<file path="config.mk">
export PLATFORM = sky130hd
export DESIGN_NAME = giwp_port
export DESIGN_NICKNAME = d
export VERILOG_FILES = /design/src/giwp_pkg.sv /design/src/giwp_port.sv
export SDC_FILE = /design/constraint.sdc
export NUM_CORES = 1
export LEC_CHECK = 0
export BUFFER_PORTS_ARGS = -buffer_cell sky130_fd_sc_hd__buf_4
export CAP_MARGIN = 15
export CORE_MARGIN = 2
export CORE_UTILIZATION = 35
export DETAILED_ROUTE_END_ITERATION = 7
export GPL_TIMING_DRIVEN = 0
export PLACE_DENSITY_LB_ADDON = 0.3
export SYNTH_ARGS = -nofsm -noshare
export SYNTH_HDL_FRONTEND = slang
export SYNTH_SLANG_ARGS = --single-unit
</file>
<file path="constraint.sdc">
create_clock -name mclk -period 14.5 [get_ports mclk]
set_input_delay 0.725 -clock mclk [delete_from_list [all_inputs] [get_ports mclk]]
set_output_delay 0.725 -clock mclk [all_outputs]
set_load 0.005 [all_outputs]
</file>
<file path="src/giwp_pkg.sv">
/*
 * Constants for the interrupt and wake capable port: register offsets,
 * reset values, pin count and the open-drain pin mask.
 * Assumes a byte-addressed APB slave with one 32-bit word per register.
 */
package giwp_pkg;

	localparam int unsigned PIN_COUNT = 32;
	localparam int unsigned ADDR_W    = 8;

	// ------------------------------------------------------------------
	// Register offsets (byte addresses)
	// ------------------------------------------------------------------
	localparam logic [7:0] OFF_PORT_ENABLE      = 8'h00;
	localparam logic [7:0] OFF_PORT_ENABLE_SET  = 8'h04;
	localparam logic [7:0] OFF_PORT_ENABLE_CLR  = 8'h08;
	localparam logic [7:0] OFF_OUTPUT_ENABLE    = 8'h0C;
	localparam logic [7:0] OFF_OUTPUT_ENABLE_SET = 8'h10;
	localparam logic [7:0] OFF_OUTPUT_ENABLE_CLR = 8'h14;
	localparam logic [7:0] OFF_OUTPUT_DATA      = 8'h18;
	localparam logic [7:0] OFF_OUTPUT_SET       = 8'h1C;
	localparam logic [7:0] OFF_OUTPUT_CLEAR     = 8'h20;
	localparam logic [7:0] OFF_PIN_INPUT        = 8'h24;
	localparam logic [7:0] OFF_IRQ_TRIGGER_MODE = 8'h28;
	localparam logic [7:0] OFF_IRQ_POLARITY     = 8'h2C;
	localparam logic [7:0] OFF_IRQ_CHANNEL_SEL  = 8'h30;
	localparam logic [7:0] OFF_IRQ_ENABLE       = 8'h34;
	localparam logic [7:0] OFF_IRQ_ENABLE_SET   = 8'h38;
	localparam logic [7:0] OFF_IRQ_ENABLE_CLEAR = 8'h3C;
	localparam logic [7:0] OFF_IRQ_STATUS_A     = 8'h40;
	localparam logic [7:0] OFF_IRQ_STATUS_B     = 8'h44;
	localparam logic [7:0] OFF_IRQ_CLEAR        = 8'h48;
	localparam logic [7:0] OFF_WAKE_ENABLE      = 8'h4C;
	localparam logic [7:0] OFF_WAKE_ENABLE_SET  = 8'h50;
	localparam logic [7:0] OFF_WAKE_ENABLE_CLEAR = 8'h54;
	localparam logic [7:0] OFF_OPEN_DRAIN_SEL   = 8'h58;

	// ------------------------------------------------------------------
	// Reset values and masks
	// ------------------------------------------------------------------
	localparam logic [31:0] RST_ZERO          = 32'h0000_0000;
	localparam logic [31:0] RST_PORT_ENABLE   = 32'hFF00_FFFF;
	localparam logic [31:0] OPEN_DRAIN_MASK   = 32'h0000_FFFF;

endpackage

</file>
<file path="src/giwp_port.sv">
/*
 * Interrupt and wake capable 32-pin port with APB register access.
 * Assumes pins are already synchronous to mclk, and an APB master that
 * holds each request until pready is seen high in the access phase.
 */
// The APB register port was decided locally.
`timescale 1ns/100ps
`default_nettype none

// Contract
// - Output-clear write clears written-one output bits
// - Pin-input register returns live pin levels
// - Trigger-mode bit: zero level, one edge
// - Polarity bit: zero falling/low, one rising/high
// - Channel-select bit one routes to channel B
// - Enable gates only pending set, not output
// - Enable set/clear registers, write-only, one-bits act
// - Status A/B show pending, cleared only by clear
// - Irq-clear clears pending and edge detector flops
// - Wake-enabled pin edge of polarity raises wake
// - Wake-enable set/clear registers, write-only
// - Open-drain only on pins 15..0, first port
// - Drive data only when enable and output-enable
// - Output-enable cleared tri-states, input still readable
// - Enables and data writable direct or set/clear
// - Interrupts independent of enable and output-enable
// - Irq-clear re-arms rising and falling edge flops
// - Edge detectors latch pin transitions
// - Wake independent of port and output enables
// - Channels A and B are separate request lines
// - Register bit n maps to pin n
// - All bits reset to zero unless specified
module giwp_port #(
	parameter bit          FIRST_PORT     = 1'b1,
	parameter logic [31:0] PORT_EN_RESET  = giwp_pkg::RST_PORT_ENABLE
) (
	input  wire logic        mclk,
	input  wire logic        rst,
	input  wire logic        psel,
	input  wire logic        penable,
	input  wire logic        pwrite,
	input  wire logic [7:0]  paddr,
	input  wire logic [31:0] pwdata,
	input  wire logic [3:0]  pstrb,
	output logic             pready,
	output logic [31:0]      prdata,
	output logic             pslverr,
	input  wire logic [31:0] pinIn,
	output logic [31:0]      pinOut,
	output logic [31:0]      pinOe,
	output logic             irqChanA,
	output logic             irqChanB,
	output logic             wakeReq
);

	// ------------------------------------------------------------------
	// Bus decode
	// ------------------------------------------------------------------
	logic [31:0] portEn_r;
	logic [31:0] outEn_r;
	logic [31:0] outData_r;
	logic [31:0] trigMode_r;
	logic [31:0] polarity_r;
	logic [31:0] chanSel_r;
	logic [31:0] irqEn_r;
	logic [31:0] wakeEn_r;
	logic [31:0] openDrain_r;
	logic [31:0] pending_r;
	logic [31:0] riseDet_r;
	logic [31:0] fallDet_r;
	logic [31:0] pinPrev_r;
	logic [31:0] prdata_r;
	logic [31:0] pinOut_r;
	logic [31:0] pinOe_r;
	logic        wakeReq_r;

	wire setupPh = psel & ~penable;
	wire accessPh = psel & penable;
	wire wrAcc = accessPh & pwrite;

	wire hEn     = paddr == giwp_pkg::OFF_PORT_ENABLE;
	wire hEnSet  = paddr == giwp_pkg::OFF_PORT_ENABLE_SET;
	wire hEnClr  = paddr == giwp_pkg::OFF_PORT_ENABLE_CLR;
	wire hOe     = paddr == giwp_pkg::OFF_OUTPUT_ENABLE;
	wire hOeSet  = paddr == giwp_pkg::OFF_OUTPUT_ENABLE_SET;
	wire hOeClr  = paddr == giwp_pkg::OFF_OUTPUT_ENABLE_CLR;
	wire hOut    = paddr == giwp_pkg::OFF_OUTPUT_DATA;
	wire hOutSet = paddr == giwp_pkg::OFF_OUTPUT_SET;
	wire hOutClr = paddr == giwp_pkg::OFF_OUTPUT_CLEAR;
	wire hPin    = paddr == giwp_pkg::OFF_PIN_INPUT;
	wire hMode   = paddr == giwp_pkg::OFF_IRQ_TRIGGER_MODE;
	wire hPol    = paddr == giwp_pkg::OFF_IRQ_POLARITY;
	wire hSel    = paddr == giwp_pkg::OFF_IRQ_CHANNEL_SEL;
	wire hIen    = paddr == giwp_pkg::OFF_IRQ_ENABLE;
	wire hIenSet = paddr == giwp_pkg::OFF_IRQ_ENABLE_SET;
	wire hIenClr = paddr == giwp_pkg::OFF_IRQ_ENABLE_CLEAR;
	wire hStA    = paddr == giwp_pkg::OFF_IRQ_STATUS_A;
	wire hStB    = paddr == giwp_pkg::OFF_IRQ_STATUS_B;
	wire hIclr   = paddr == giwp_pkg::OFF_IRQ_CLEAR;
	wire hWk     = paddr == giwp_pkg::OFF_WAKE_ENABLE;
	wire hWkSet  = paddr == giwp_pkg::OFF_WAKE_ENABLE_SET;
	wire hWkClr  = paddr == giwp_pkg::OFF_WAKE_ENABLE_CLEAR;
	wire hOd     = paddr == giwp_pkg::OFF_OPEN_DRAIN_SEL;

	wire mapped = hEn | hEnSet | hEnClr | hOe | hOeSet | hOeClr | hOut
		| hOutSet | hOutClr | hPin | hMode | hPol | hSel | hIen | hIenSet
		| hIenClr | hStA | hStB | hIclr | hWk | hWkSet | hWkClr | hOd;

	// Byte strobes; a write with no strobe changes nothing
	wire [31:0] laneMask = {{8{pstrb[3]}}, {8{pstrb[2]}},
		{8{pstrb[1]}}, {8{pstrb[0]}}};
	wire [31:0] wdM = pwdata & laneMask;

	function automatic logic [31:0] mergeWr(input logic [31:0] old,
		input logic [31:0] data, input logic [31:0] mask);
		mergeWr = (old & ~mask) | (data & mask);
	endfunction

	// ------------------------------------------------------------------
	// Port enable, output enable, output data
	// ------------------------------------------------------------------
	wire [31:0] portEn_nxt = hEn ? mergeWr(portEn_r, pwdata, laneMask)
		: hEnSet ? (portEn_r | wdM)
		: hEnClr ? (portEn_r & ~wdM) : portEn_r;
	wire [31:0] outEn_nxt = hOe ? mergeWr(outEn_r, pwdata, laneMask)
		: hOeSet ? (outEn_r | wdM)
		: hOeClr ? (outEn_r & ~wdM) : outEn_r;
	wire [31:0] outData_nxt = hOut ? mergeWr(outData_r, pwdata, laneMask)
		: hOutSet ? (outData_r | wdM)
		: hOutClr ? (outData_r & ~wdM) : outData_r;

	always_ff @(posedge mclk or posedge rst)
		if (rst)
		begin
			portEn_r  <= PORT_EN_RESET;
			outEn_r   <= giwp_pkg::RST_ZERO;
			outData_r <= giwp_pkg::RST_ZERO;
		end
		else if (wrAcc)
		begin
			portEn_r  <= portEn_nxt;
			outEn_r   <= outEn_nxt;
			outData_r <= outData_nxt;
		end

	// ------------------------------------------------------------------
	// Interrupt and wake configuration
	// ------------------------------------------------------------------
	wire [31:0] irqEn_nxt = hIen ? mergeWr(irqEn_r, pwdata, laneMask)
		: hIenSet ? (irqEn_r | wdM)
		: hIenClr ? (irqEn_r & ~wdM) : irqEn_r;
	wire [31:0] wakeEn_nxt = hWk ? mergeWr(wakeEn_r, pwdata, laneMask)
		: hWkSet ? (wakeEn_r | wdM)
		: hWkClr ? (wakeEn_r & ~wdM) : wakeEn_r;

	always_ff @(posedge mclk or posedge rst)
		if (rst)
		begin
			trigMode_r  <= giwp_pkg::RST_ZERO;
			polarity_r  <= giwp_pkg::RST_ZERO;
			chanSel_r   <= giwp_pkg::RST_ZERO;
			irqEn_r     <= giwp_pkg::RST_ZERO;
			wakeEn_r    <= giwp_pkg::RST_ZERO;
			openDrain_r <= giwp_pkg::RST_ZERO;
		end
		else if (wrAcc)
		begin
			if (hMode)
				trigMode_r <= mergeWr(trigMode_r, pwdata, laneMask);
			if (hPol)
				polarity_r <= mergeWr(polarity_r, pwdata, laneMask);
			if (hSel)
				chanSel_r <= mergeWr(chanSel_r, pwdata, laneMask);
			if (hOd)
				openDrain_r <= mergeWr(openDrain_r, pwdata, laneMask);
			irqEn_r  <= irqEn_nxt;
			wakeEn_r <= wakeEn_nxt;
		end

	// ------------------------------------------------------------------
	// Edge detectors and pending flops
	// ------------------------------------------------------------------
	// Detection uses only pinIn, never the enables, so it runs for any
	// pin whatever its port function or direction.
	wire [31:0] clrBits  = (wrAcc & hIclr) ? wdM : 32'h0000_0000;
	wire [31:0] riseEdge = pinIn & ~pinPrev_r;
	wire [31:0] fallEdge = ~pinIn & pinPrev_r;
	wire [31:0] edgeSel  = (polarity_r & riseDet_r)
		| (~polarity_r & fallDet_r);
	wire [31:0] levelSel = (polarity_r & pinIn)
		| (~polarity_r & ~pinIn);
	wire [31:0] trigHit  = (trigMode_r & edgeSel)
		| (~trigMode_r & levelSel);
	wire [31:0] setPend  = trigHit & irqEn_r;

	// Set wins over clear so an edge in the clearing cycle is kept.
	always_ff @(posedge mclk or posedge rst)
		if (rst)
		begin
			pinPrev_r <= giwp_pkg::RST_ZERO;
			riseDet_r <= giwp_pkg::RST_ZERO;
			fallDet_r <= giwp_pkg::RST_ZERO;
			pending_r <= giwp_pkg::RST_ZERO;
		end
		else
		begin
			pinPrev_r <= pinIn;
			riseDet_r <= riseEdge | (riseDet_r & ~clrBits);
			fallDet_r <= fallEdge | (fallDet_r & ~clrBits);
			pending_r <= setPend | (pending_r & ~clrBits);
		end

	wire [31:0] statusA = pending_r & ~chanSel_r;
	wire [31:0] statusB = pending_r & chanSel_r;

	assign irqChanA = |statusA;
	assign irqChanB = |statusB;

	// ------------------------------------------------------------------
	// Wake request
	// ------------------------------------------------------------------
	// Wake looks only at latched edges, never at level mode.
	wire wakeReq_nxt = |(wakeEn_r & edgeSel);

	always_ff @(posedge mclk or posedge rst)
		if (rst)
			wakeReq_r <= 1'b0;
		else
			wakeReq_r <= wakeReq_nxt;

	assign wakeReq = wakeReq_r;

	// ------------------------------------------------------------------
	// Pin drivers
	// ------------------------------------------------------------------
	// Open drain only exists on the low half of the first instance;
	// there a one releases the pin rather than driving it high.
	wire [31:0] odEff  = FIRST_PORT ? (openDrain_r & giwp_pkg::OPEN_DRAIN_MASK)
		: giwp_pkg::RST_ZERO;
	wire [31:0] drvEn  = portEn_r & outEn_r;
	wire [31:0] pinOe_nxt = drvEn & ~(odEff & outData_r);

	always_ff @(posedge mclk or posedge rst)
		if (rst)
		begin
			pinOut_r <= giwp_pkg::RST_ZERO;
			pinOe_r  <= giwp_pkg::RST_ZERO;
		end
		else
		begin
			pinOut_r <= outData_r;
			pinOe_r  <= pinOe_nxt;
		end

	assign pinOut = pinOut_r;
	assign pinOe  = pinOe_r;

	// ------------------------------------------------------------------
	// Read path
	// ------------------------------------------------------------------
	// Write-only registers read as zero.
	wire [31:0] rdMux =
		({32{hEn}}   & portEn_r)    |
		({32{hOe}}   & outEn_r)     |
		({32{hOut}}  & outData_r)   |
		({32{hPin}}  & pinIn)       |
		({32{hMode}} & trigMode_r)  |
		({32{hPol}}  & polarity_r)  |
		({32{hSel}}  & chanSel_r)   |
		({32{hIen}}  & irqEn_r)     |
		({32{hStA}}  & statusA)     |
		({32{hStB}}  & statusB)     |
		({32{hWk}}   & wakeEn_r)    |
		({32{hOd}}   & openDrain_r);

	// Read data is caught in the setup cycle so prdata is a flop output.
	always_ff @(posedge mclk or posedge rst)
		if (rst)
			prdata_r <= giwp_pkg::RST_ZERO;
		else if (setupPh & ~pwrite)
			prdata_r <= rdMux;

	assign prdata  = prdata_r;
	assign pready  = 1'b1;
	assign pslverr = accessPh & ~mapped;
endmodule

`default_nettype wire

</file>
# Word-level counts from Yosys, hierarchy flattened
# Index checks and enable logic that the tools add are counted.
# W data, S select, Z words.
# totals
ff_bits,513
in_bits,81
out_inout_bits,101
elab_cells,189
# op_classes
eq_ne,22
muxes,16
n_bitwise,116
reduce_logical,18
# op_table
operator,count
$and A32 B32 Y32,44
$or A32 B32 Y32,31
$mux W32,16
$not A32 Y32,9
$reduce_or A32 Y1,3
$eq A8 B6 Y1 const B,8
$eq A8 B7 Y1 const B,7
$and A16 B32 Y32,1
$eq A8 B5 Y1 const B,4
$or A1 B1 Y1,22
$reduce_and A2 Y1,9
$eq A8 B4 Y1 const B,2
$reduce_bool A3 Y1,5
$eq A8 B3 Y1 const B,1
$logic_not A8 Y1,1
$and A1 B1 Y1,6
$not A1 Y1,3

# Logic depth before layout (Yosys ltp)
# Gate-level depths: netlist of run 1.
# depth
word_depth,25
mapped_depth,9
depth_no_buf,5

# Worst setup path before layout of run 1
# OpenSTA, ideal clock, no wires.
# synth_timing
path_type,input to output
start,input port paddr[6]
end,output port pslverr
t_arrival_ns,2.034
required_ns,13.775
path_slack_ns,11.741
path_stages,6
n_path_buf,3
path_cell_list,buf_2 > buf_2 > nor4b_4 > clkbuf_1 > o21ai_0 > and4_1
# synth_between
elab_chain_cells,25
elab_cells_between_ends,47
# synth_rtl
item,line,source
from (decl),giwp_port.sv:42,"input wire logic [7:0] paddr,"
$eq A8 B3 Y1 / $logic_not A8 Y1 (equally long branches),"giwp_port.sv:82, giwp_port.sv:81",
$or A1 B1 Y1 (6 in a row),giwp_port.sv:105,wire mapped = hEn | hEnSet | hEnClr | hOe | hOeSet | hOeClr | hOut
$or A1 B1 Y1 (8 in a row),giwp_port.sv:106,| hOutSet | hOutClr | hPin | hMode | hPol | hSel | hIen | hIenSet
$or A1 B1 Y1 (7 in a row),giwp_port.sv:107,| hIenClr | hStA | hStB | hIclr | hWk | hWkSet | hWkClr | hOd;
$or A1 B1 Y1 (*),giwp_port.sv:107,
$not A1 Y1 (*),giwp_port.sv:285,assign pslverr = accessPh & ~mapped;
$and A1 B1 Y1 (*),giwp_port.sv:285,
to (decl),giwp_port.sv:47,"output logic pslverr,"
# Every way passes the cells marked *; elsewhere a longest branch is shown, timed or not.

# Worst setup path in the final report of run 1
# layout_timing
start,input port paddr[3]
end,output port pslverr
# The elaborated chain is that of the path after synthesis.

==> flow_summary.json, run 1 <==
{
  "status": "completed",
  "drt-total-wl_um": 115000,
  "fillCellCount": 6608,
  "period_needed_ns": 4.38,
  "initial_utilization": 0.353,
  "drt_iter0_drc": 3337,
  "core_area_um2": 68500,
  "power_density_nw_per_um2": 112,
  "vias": 22000,
  "viasPerCell": 6.37,
  "ir_drop_v": 0.0000817,
  "wl_per_cell_um": 33.1,
  "drive_gt1_frac": 0.216,
  "hpwl_um": 81000,
  "seqCellArea_um2": 12900,
  "grt_pass1_vias": 21000,
  "r2r-end": "wakeReq$_DFF_PP0_",
  "fmax_ghz": 0.228,
  "ys_seq_elements": 513,
  "ff2ff_path_depth": 5,
  "dr.pass1.iters": 8,
  "max_slew_margin": 0.0486,
  "ys.flop_type": "dfrtp_1",
  "drc": 0,
  "hold_buffers": 0,
  "p_leak_uw": 0.0124,
  "dieHeight_um": 267,
  "synthCells": 2270,
  "r2r_slack_ns": 11.84,
  "htreeDepth": 2,
  "insertion_delay_ns": 0.62,
  "critPathMaxFanout": 10,
  "io_pins": 182,
  "maxCapViolations": 0,
  "setup_viol": 0,
  "synth_top_cell_by_area": "dfrtp_1",
  "skew_ns": 0.0210,
  "startpoint_type": "input pin",
  "yosysSeqAreaShare": 0.533,
  "synthesis.area_um2": 24100,
  "grt_overflow": 0,
  "hold_viol": 0,
  "antenna_found_initial": 8,
  "synth_top_area_frac": 0.507,
  "hold_path.class": "input pin to asynchronous set/reset pin",
  "routabilityCongestion": 1.00,
  "post_cts_resized": 0,
  "io_buffers": 176,
  "dieWidth_um": 267,
  "rows": 96,
  "worstPathArrival_ns": 3.66,
  "rsz0062_at_grt": "no",
  "grt_first_pass_wirelength_um": 160000,
  "clock-sinks": 513,
  "grt_max_degree": 45,
  "cp-startpoint": "paddr[3]",
  "ant_nets": 0,
  "synthTopCellsByArea": "dfrtp_1 (51%), mux2_2 (7.2%), a22o_1 (6.2%)",
  "clk_pin_slew_ns": 0.06,
  "period_share": 0.302,
  "synthArstFlopShare": 1.00,
  "drv_slew": 0,
  "die-area_um2": 71100,
  "worst_ep_required_time_ns": 13.78,
  "worstSetupEndpointType": "output pin",
  "nNetsFinal": 2604,
  "worstSetupPathType": "input pin to output pin",
  "avgSynthCellArea_um2": 10.6,
  "cts_buffers": 56,
  "worstMarginPinSlew_ns": 1.43,
  "grtUsageTotal": 0.317,
  "cts.path.max_buffers": 3,
  "multi_input_area_um2": 10400,
  "power_uw": 3220,
  "cts_tree": "built",
  "synth_nets": 2351,
  "synth_edf_count": 0,
  "clock-root-buffer": "clkbuf_16",
  "ys_warn_count": 0,
  "fin_tns_setup_ns": 0,
  "ys_types": 73,
  "area_delta_synth_final_pct": 19.4,
  "crit_end": "pslverr",
  "post_cts_buffers": 0
}
-- metrics by stage --
step / instance area (um^2) / setup WS, ns / hold slack, ns / utilization / instances
floorplan: 24100 / 6.83 / 0.364 / - / 2270
global placement: 26600 / 3.80 / 0.416 / 0.388 / 3328
detailed placement: 26900 / 10.32 / 0.414 / 0.393 / 3347
CTS: 28800 / 10.30 / 0.145 / 0.421 / 3450
global route: 28800 / 10.16 / 0.176 / 0.421 / 3454
finish: 28800 / 10.12 / 0.151 / 0.421 / 3457
-- cells in the mapped netlist, types with 14 or more instances --
library cell and number:
o22ai_1 30, a21oi_1 45, dfrtp_1 489, o2bb2ai_1 36
nor2b_1 15, a31oi_1 19, a22oi_1 80, nor2_2 14
buf_2 42, dfstp_2 24, mux2i_1 54, nand2_1 278
nand3_1 15, nor2_1 134, o21ai_0 267, mux2_2 155
a22o_1 172, a221oi_1 32, and2_1 36, clkbuf_1 83
inv_1 65, a32oi_1 20
-- cell type report --
| type | instances | area share |
|---|---|---|
| sequential | 513 | 0.446 |
| buffer | 142 | 0.0220 |
| tap | 882 | 0.0383 |
| clock inverter | 16 | 0.00656 |
| antenna | 7 | 0.000608 |
| timing repair buffer | 195 | 0.0584 |
| inverter | 65 | 0.00860 |
| multi-input combinational | 1550 | 0.361 |
| clock buffer | 87 | 0.0583 |
-- layer usage --
metal,vias to the layer above,GRT usage,part of all wire
met5,-,0,0.00023
met4,4,0.184,0.067
met3,393,0.0788,0.11
met2,1610,0.460,0.42
met1,11100,0.429,0.40
li1,8910,-,-
-- worst max-delay path: stages --
cell	delay, ns
buf_2	0.18
buf_2	0.55
nor2b_1	0.20
clkbuf_1	0.98
a221oi_1	0.26
o211ai_1	0.24
and4_1	0.35
buf_4	0.16
-- worst min path at each step --
| stage | startpoint | to | slack, ns |
|---|---|---|---|
| floorplan | flip-flop | pinOut[17]$_DFF_PP0_ | 0.36 |
| global placement | flip-flop | pinOut[23]$_DFF_PP0_ | 0.42 |
| detailed placement | flip-flop | pinOut[23]$_DFF_PP0_ | 0.41 |
| CTS | rst | asynchronous set/reset pin | 0.15 |
| global route | rst | asynchronous set/reset pin | 0.18 |
| finish | rst | pending_r[30]$_DFF_PP0_ | 0.15 |
-- power breakdown --
part	total [uW]	switching [uW]	internal (uW)
combinational	241	157	83.3
sequential	1490	31.9	1460
clock	1480	619	863
-- cell usage in the layout, fill, tap and decap left out, drive strengths merged, types with 10 or more instances in the layout --
| master | netlist | routed |
|---|---|---|
| nand3 | 15 | 15 |
| nor2 | 153 | 153 |
| dfrtp | 489 | 489 |
| a22o | 172 | 172 |
| a221oi | 32 | 32 |
| clkbuf | 83 | 170 |
| o21ai | 275 | 275 |
| mux2i | 54 | 54 |
| mux2 | 155 | 155 |
| inv | 65 | 64 |
| a21oi | 45 | 45 |
| a32oi | 20 | 20 |
| a31oi | 19 | 19 |
| and2 | 39 | 39 |
| clkinv | 0 | 10 |
| dfstp | 24 | 24 |
| o22ai | 30 | 30 |
| nor2b | 15 | 15 |
| o2bb2ai | 36 | 36 |
| buf | 59 | 254 |
| a22oi | 80 | 80 |
| nand2 | 278 | 278 |
-- logic make-up after synthesis --
group,after synthesis,share of synthesized area
compound gates,768,0.221
xor+xnor,8,0.00290
buf+inv,207,0.0364
flops,513,0.533
mux,209,0.0947
other cells,1,0.000155
simple gates,564,0.112
(Power assumes the default switching activity.)
==> inputs of run 2 (changes only) <==
==> constraint.sdc (replaced) <==
create_clock -name mclk -period 3.7 [get_ports mclk]
set_input_delay 0.185 -clock mclk [delete_from_list [all_inputs] [get_ports mclk]]
set_output_delay 0.185 -clock mclk [all_outputs]
set_load 0.005 [all_outputs]
==> run 2 against run 1 <==
Worst hold slack improved by 0.019 ns. Routed wire length rose by 0.13%. Critical path depth unchanged. Clock skew shrank 0.0018 ns. Power rose to 3.9 times the previous value. Via count rose by 1.0%. Utilization is 0.95 points higher. Non-clock buffer count up 65. First-iteration DRC count decreased by 2.5%. Setup slack worse by 9.8 ns. Register-to-register slack lost 11 ns.
==> flow_summary.json, run 2 (synthesis gave the netlist of run 1 again) <==
{
  "status": "completed",
  "placed_area_um2": 26900,
  "power_density_nw_per_um2": 430,
  "finalNonFillerCells": 3521,
  "period_needed_ns": 3.34,
  "cp-startpoint": "paddr[3]",
  "area_delta_synth_final_pct": 22.1,
  "pwr-share-clk": 0.459,
  "vias": 22300,
  "dp_slack_ns": 0.0890,
  "cts_buffers": 56,
  "dieWidth_um": 267,
  "viasPerCell": 6.32,
  "routabilityCongestion": 1.00,
  "placed_cells": 3347,
  "p_sw_uw": 3180,
  "final_cell_mix": "dfrtp_1 (489), nand2_1 (278), o21ai_0 (267), buf_4 (187), a22o_1 (172)",
  "grt_max_degree": 45,
  "clock-sinks": 513,
  "seq_power_share": 0.462,
  "clock-root-buffer": "clkbuf_16",
  "dr.pass1.iters": 8,
  "htreeDepth": 2,
  "r2r-end": "wakeReq$_DFF_PP0_",
  "layout_commonest_cell": "dfrtp_1",
  "switching_share": 0.251,
  "antenna_found_initial": 8,
  "dieHeight_um": 267,
  "io_buffers": 176,
  "io_pins": 182,
  "fmax_ghz": 0.300,
  "maxCapViolations": 0,
  "internal_power_uw": 9480,
  "fin_area_um2": 29500,
  "clk_pin_slew_ns": 0.06,
  "hpwl_um": 81000,
  "worstSetupEndpointType": "output pin",
  "die-area_um2": 71100,
  "hold_viol": 0,
  "worstPathArrival_ns": 3.15,
  "cts_tree": "built",
  "ir_drop_v": 0.000321,
  "setup_viol": 0,
  "hold_path.class": "input pin to asynchronous set/reset pin",
  "ff2ff_path_depth": 5,
  "insertion_delay_ns": 0.62,
  "core_area_um2": 68500,
  "wl_per_cell_um": 32.6,
  "worst_ep_required_time_ns": 3.51,
  "skew_ns": 0.0192,
  "drt-total-wl_um": 115000,
  "nNetsFinal": 2669,
  "comb_power_share": 0.079,
  "ant_nets": 0,
  "rsz0062_at_grt": "no",
  "grt_first_pass_wirelength_um": 160000,
  "startpoint_type": "input pin",
  "p_leak_uw": 0.0127,
  "rows": 96,
  "r2r_slack_ns": 1.08,
  "max_slew_margin": 0.0423,
  "worstMarginPinSlew_ns": 1.44,
  "drc": 0,
  "grtUsageTotal": 0.318,
  "initial_utilization": 0.353,
  "critPathMaxFanout": 10,
  "grt_overflow": 0,
  "drv_slew": 0,
  "cts.path.max_buffers": 3,
  "period_share": 0.901,
  "worstSetupPathType": "input pin to output pin",
  "post_cts_resized": 0,
  "fin_ws_ns": 0.365,
  "grt_pass1_vias": 21300,
  "drive_gt1_frac": 0.211,
  "drt_iter0_drc": 3252,
  "fin_tns_setup_ns": 0,
  "crit_end": "pslverr"
}
[run 2: cell types whose count changed in the layout (fill, tap and decap cells not counted)]
cell           before  now
dlygate4sd3_1       0   65
diode_2             7    6
[run 2: timing repair]
item                      CTS  global route
hold endpoints to repair  300             0
setup buffers               0             0
hold buffers               65             0
[run 2: worst min path at each step]
stage                   start                    endpoint  slack [ns]
floorplan            pinIn[0]      pinPrev_r[0]$_DFF_PP0_        0.22
global placement    pinIn[21]     pinPrev_r[21]$_DFF_PP0_        0.31
detailed placement        rst        pinOut[28]$_DFF_PP0_        0.25
CTS                       rst  asynchronous set/reset pin        0.17
global route              rst  asynchronous set/reset pin        0.22
finish                    rst     pending_r[30]$_DFF_PP0_        0.17
[run 2: power by group through the flow]
stage / Clock (uW) / Combinational [uW] / Sequential [uW]
2_1_floorplan: 0 / 415 / 5900
3_3_place_gp: 0 / 863 / 5950
3_5_place_dp: 0 / 924 / 5950
4_1_cts: 5850 / 983 / 5850
5_1_grt: 6060 / 1060 / 5850
6_report: 5810 / 999 / 5850
[run 2: final cells by class]
class	count	area, um^2
diodes	6	15.0
plain buffers	142	634
clock buffers	87	1680
clock inverters	16	189
fillers	6567	39000
inverters	65	248
multi-input cells	1550	10400
flip-flops and latches	513	12900
well taps	882	1100
repair buffers	260	2330
[run 2: metrics by stage]
stage | hold WS, ns | total power (uW) | utilization
floorplan | 0.216 | 6310 | -
global placement | 0.306 | 6820 | 0.388
detailed placement | 0.246 | 6870 | 0.393
CTS | 0.171 | 12700 | 0.430
global route | 0.217 | 13000 | 0.430
finish | 0.170 | 12700 | 0.430
[run 2: worst max-delay path, stage by stage]
cell,delay (ns)
buf_2,0.18
buf_2,0.55
nor2b_1,0.20
clkbuf_1,1.00
a221oi_1,0.26
o211ai_1,0.26
and4_1,0.35
buf_4,0.16
[run 2: metal layers]
metal	part of all wire	GRT usage	vias to the layer above
met5	0.00036	0	-
met1	0.40	0.430	11200
li1	-	-	9040
met4	0.066	0.179	6
met2	0.43	0.466	1591
met3	0.11	0.0770	399
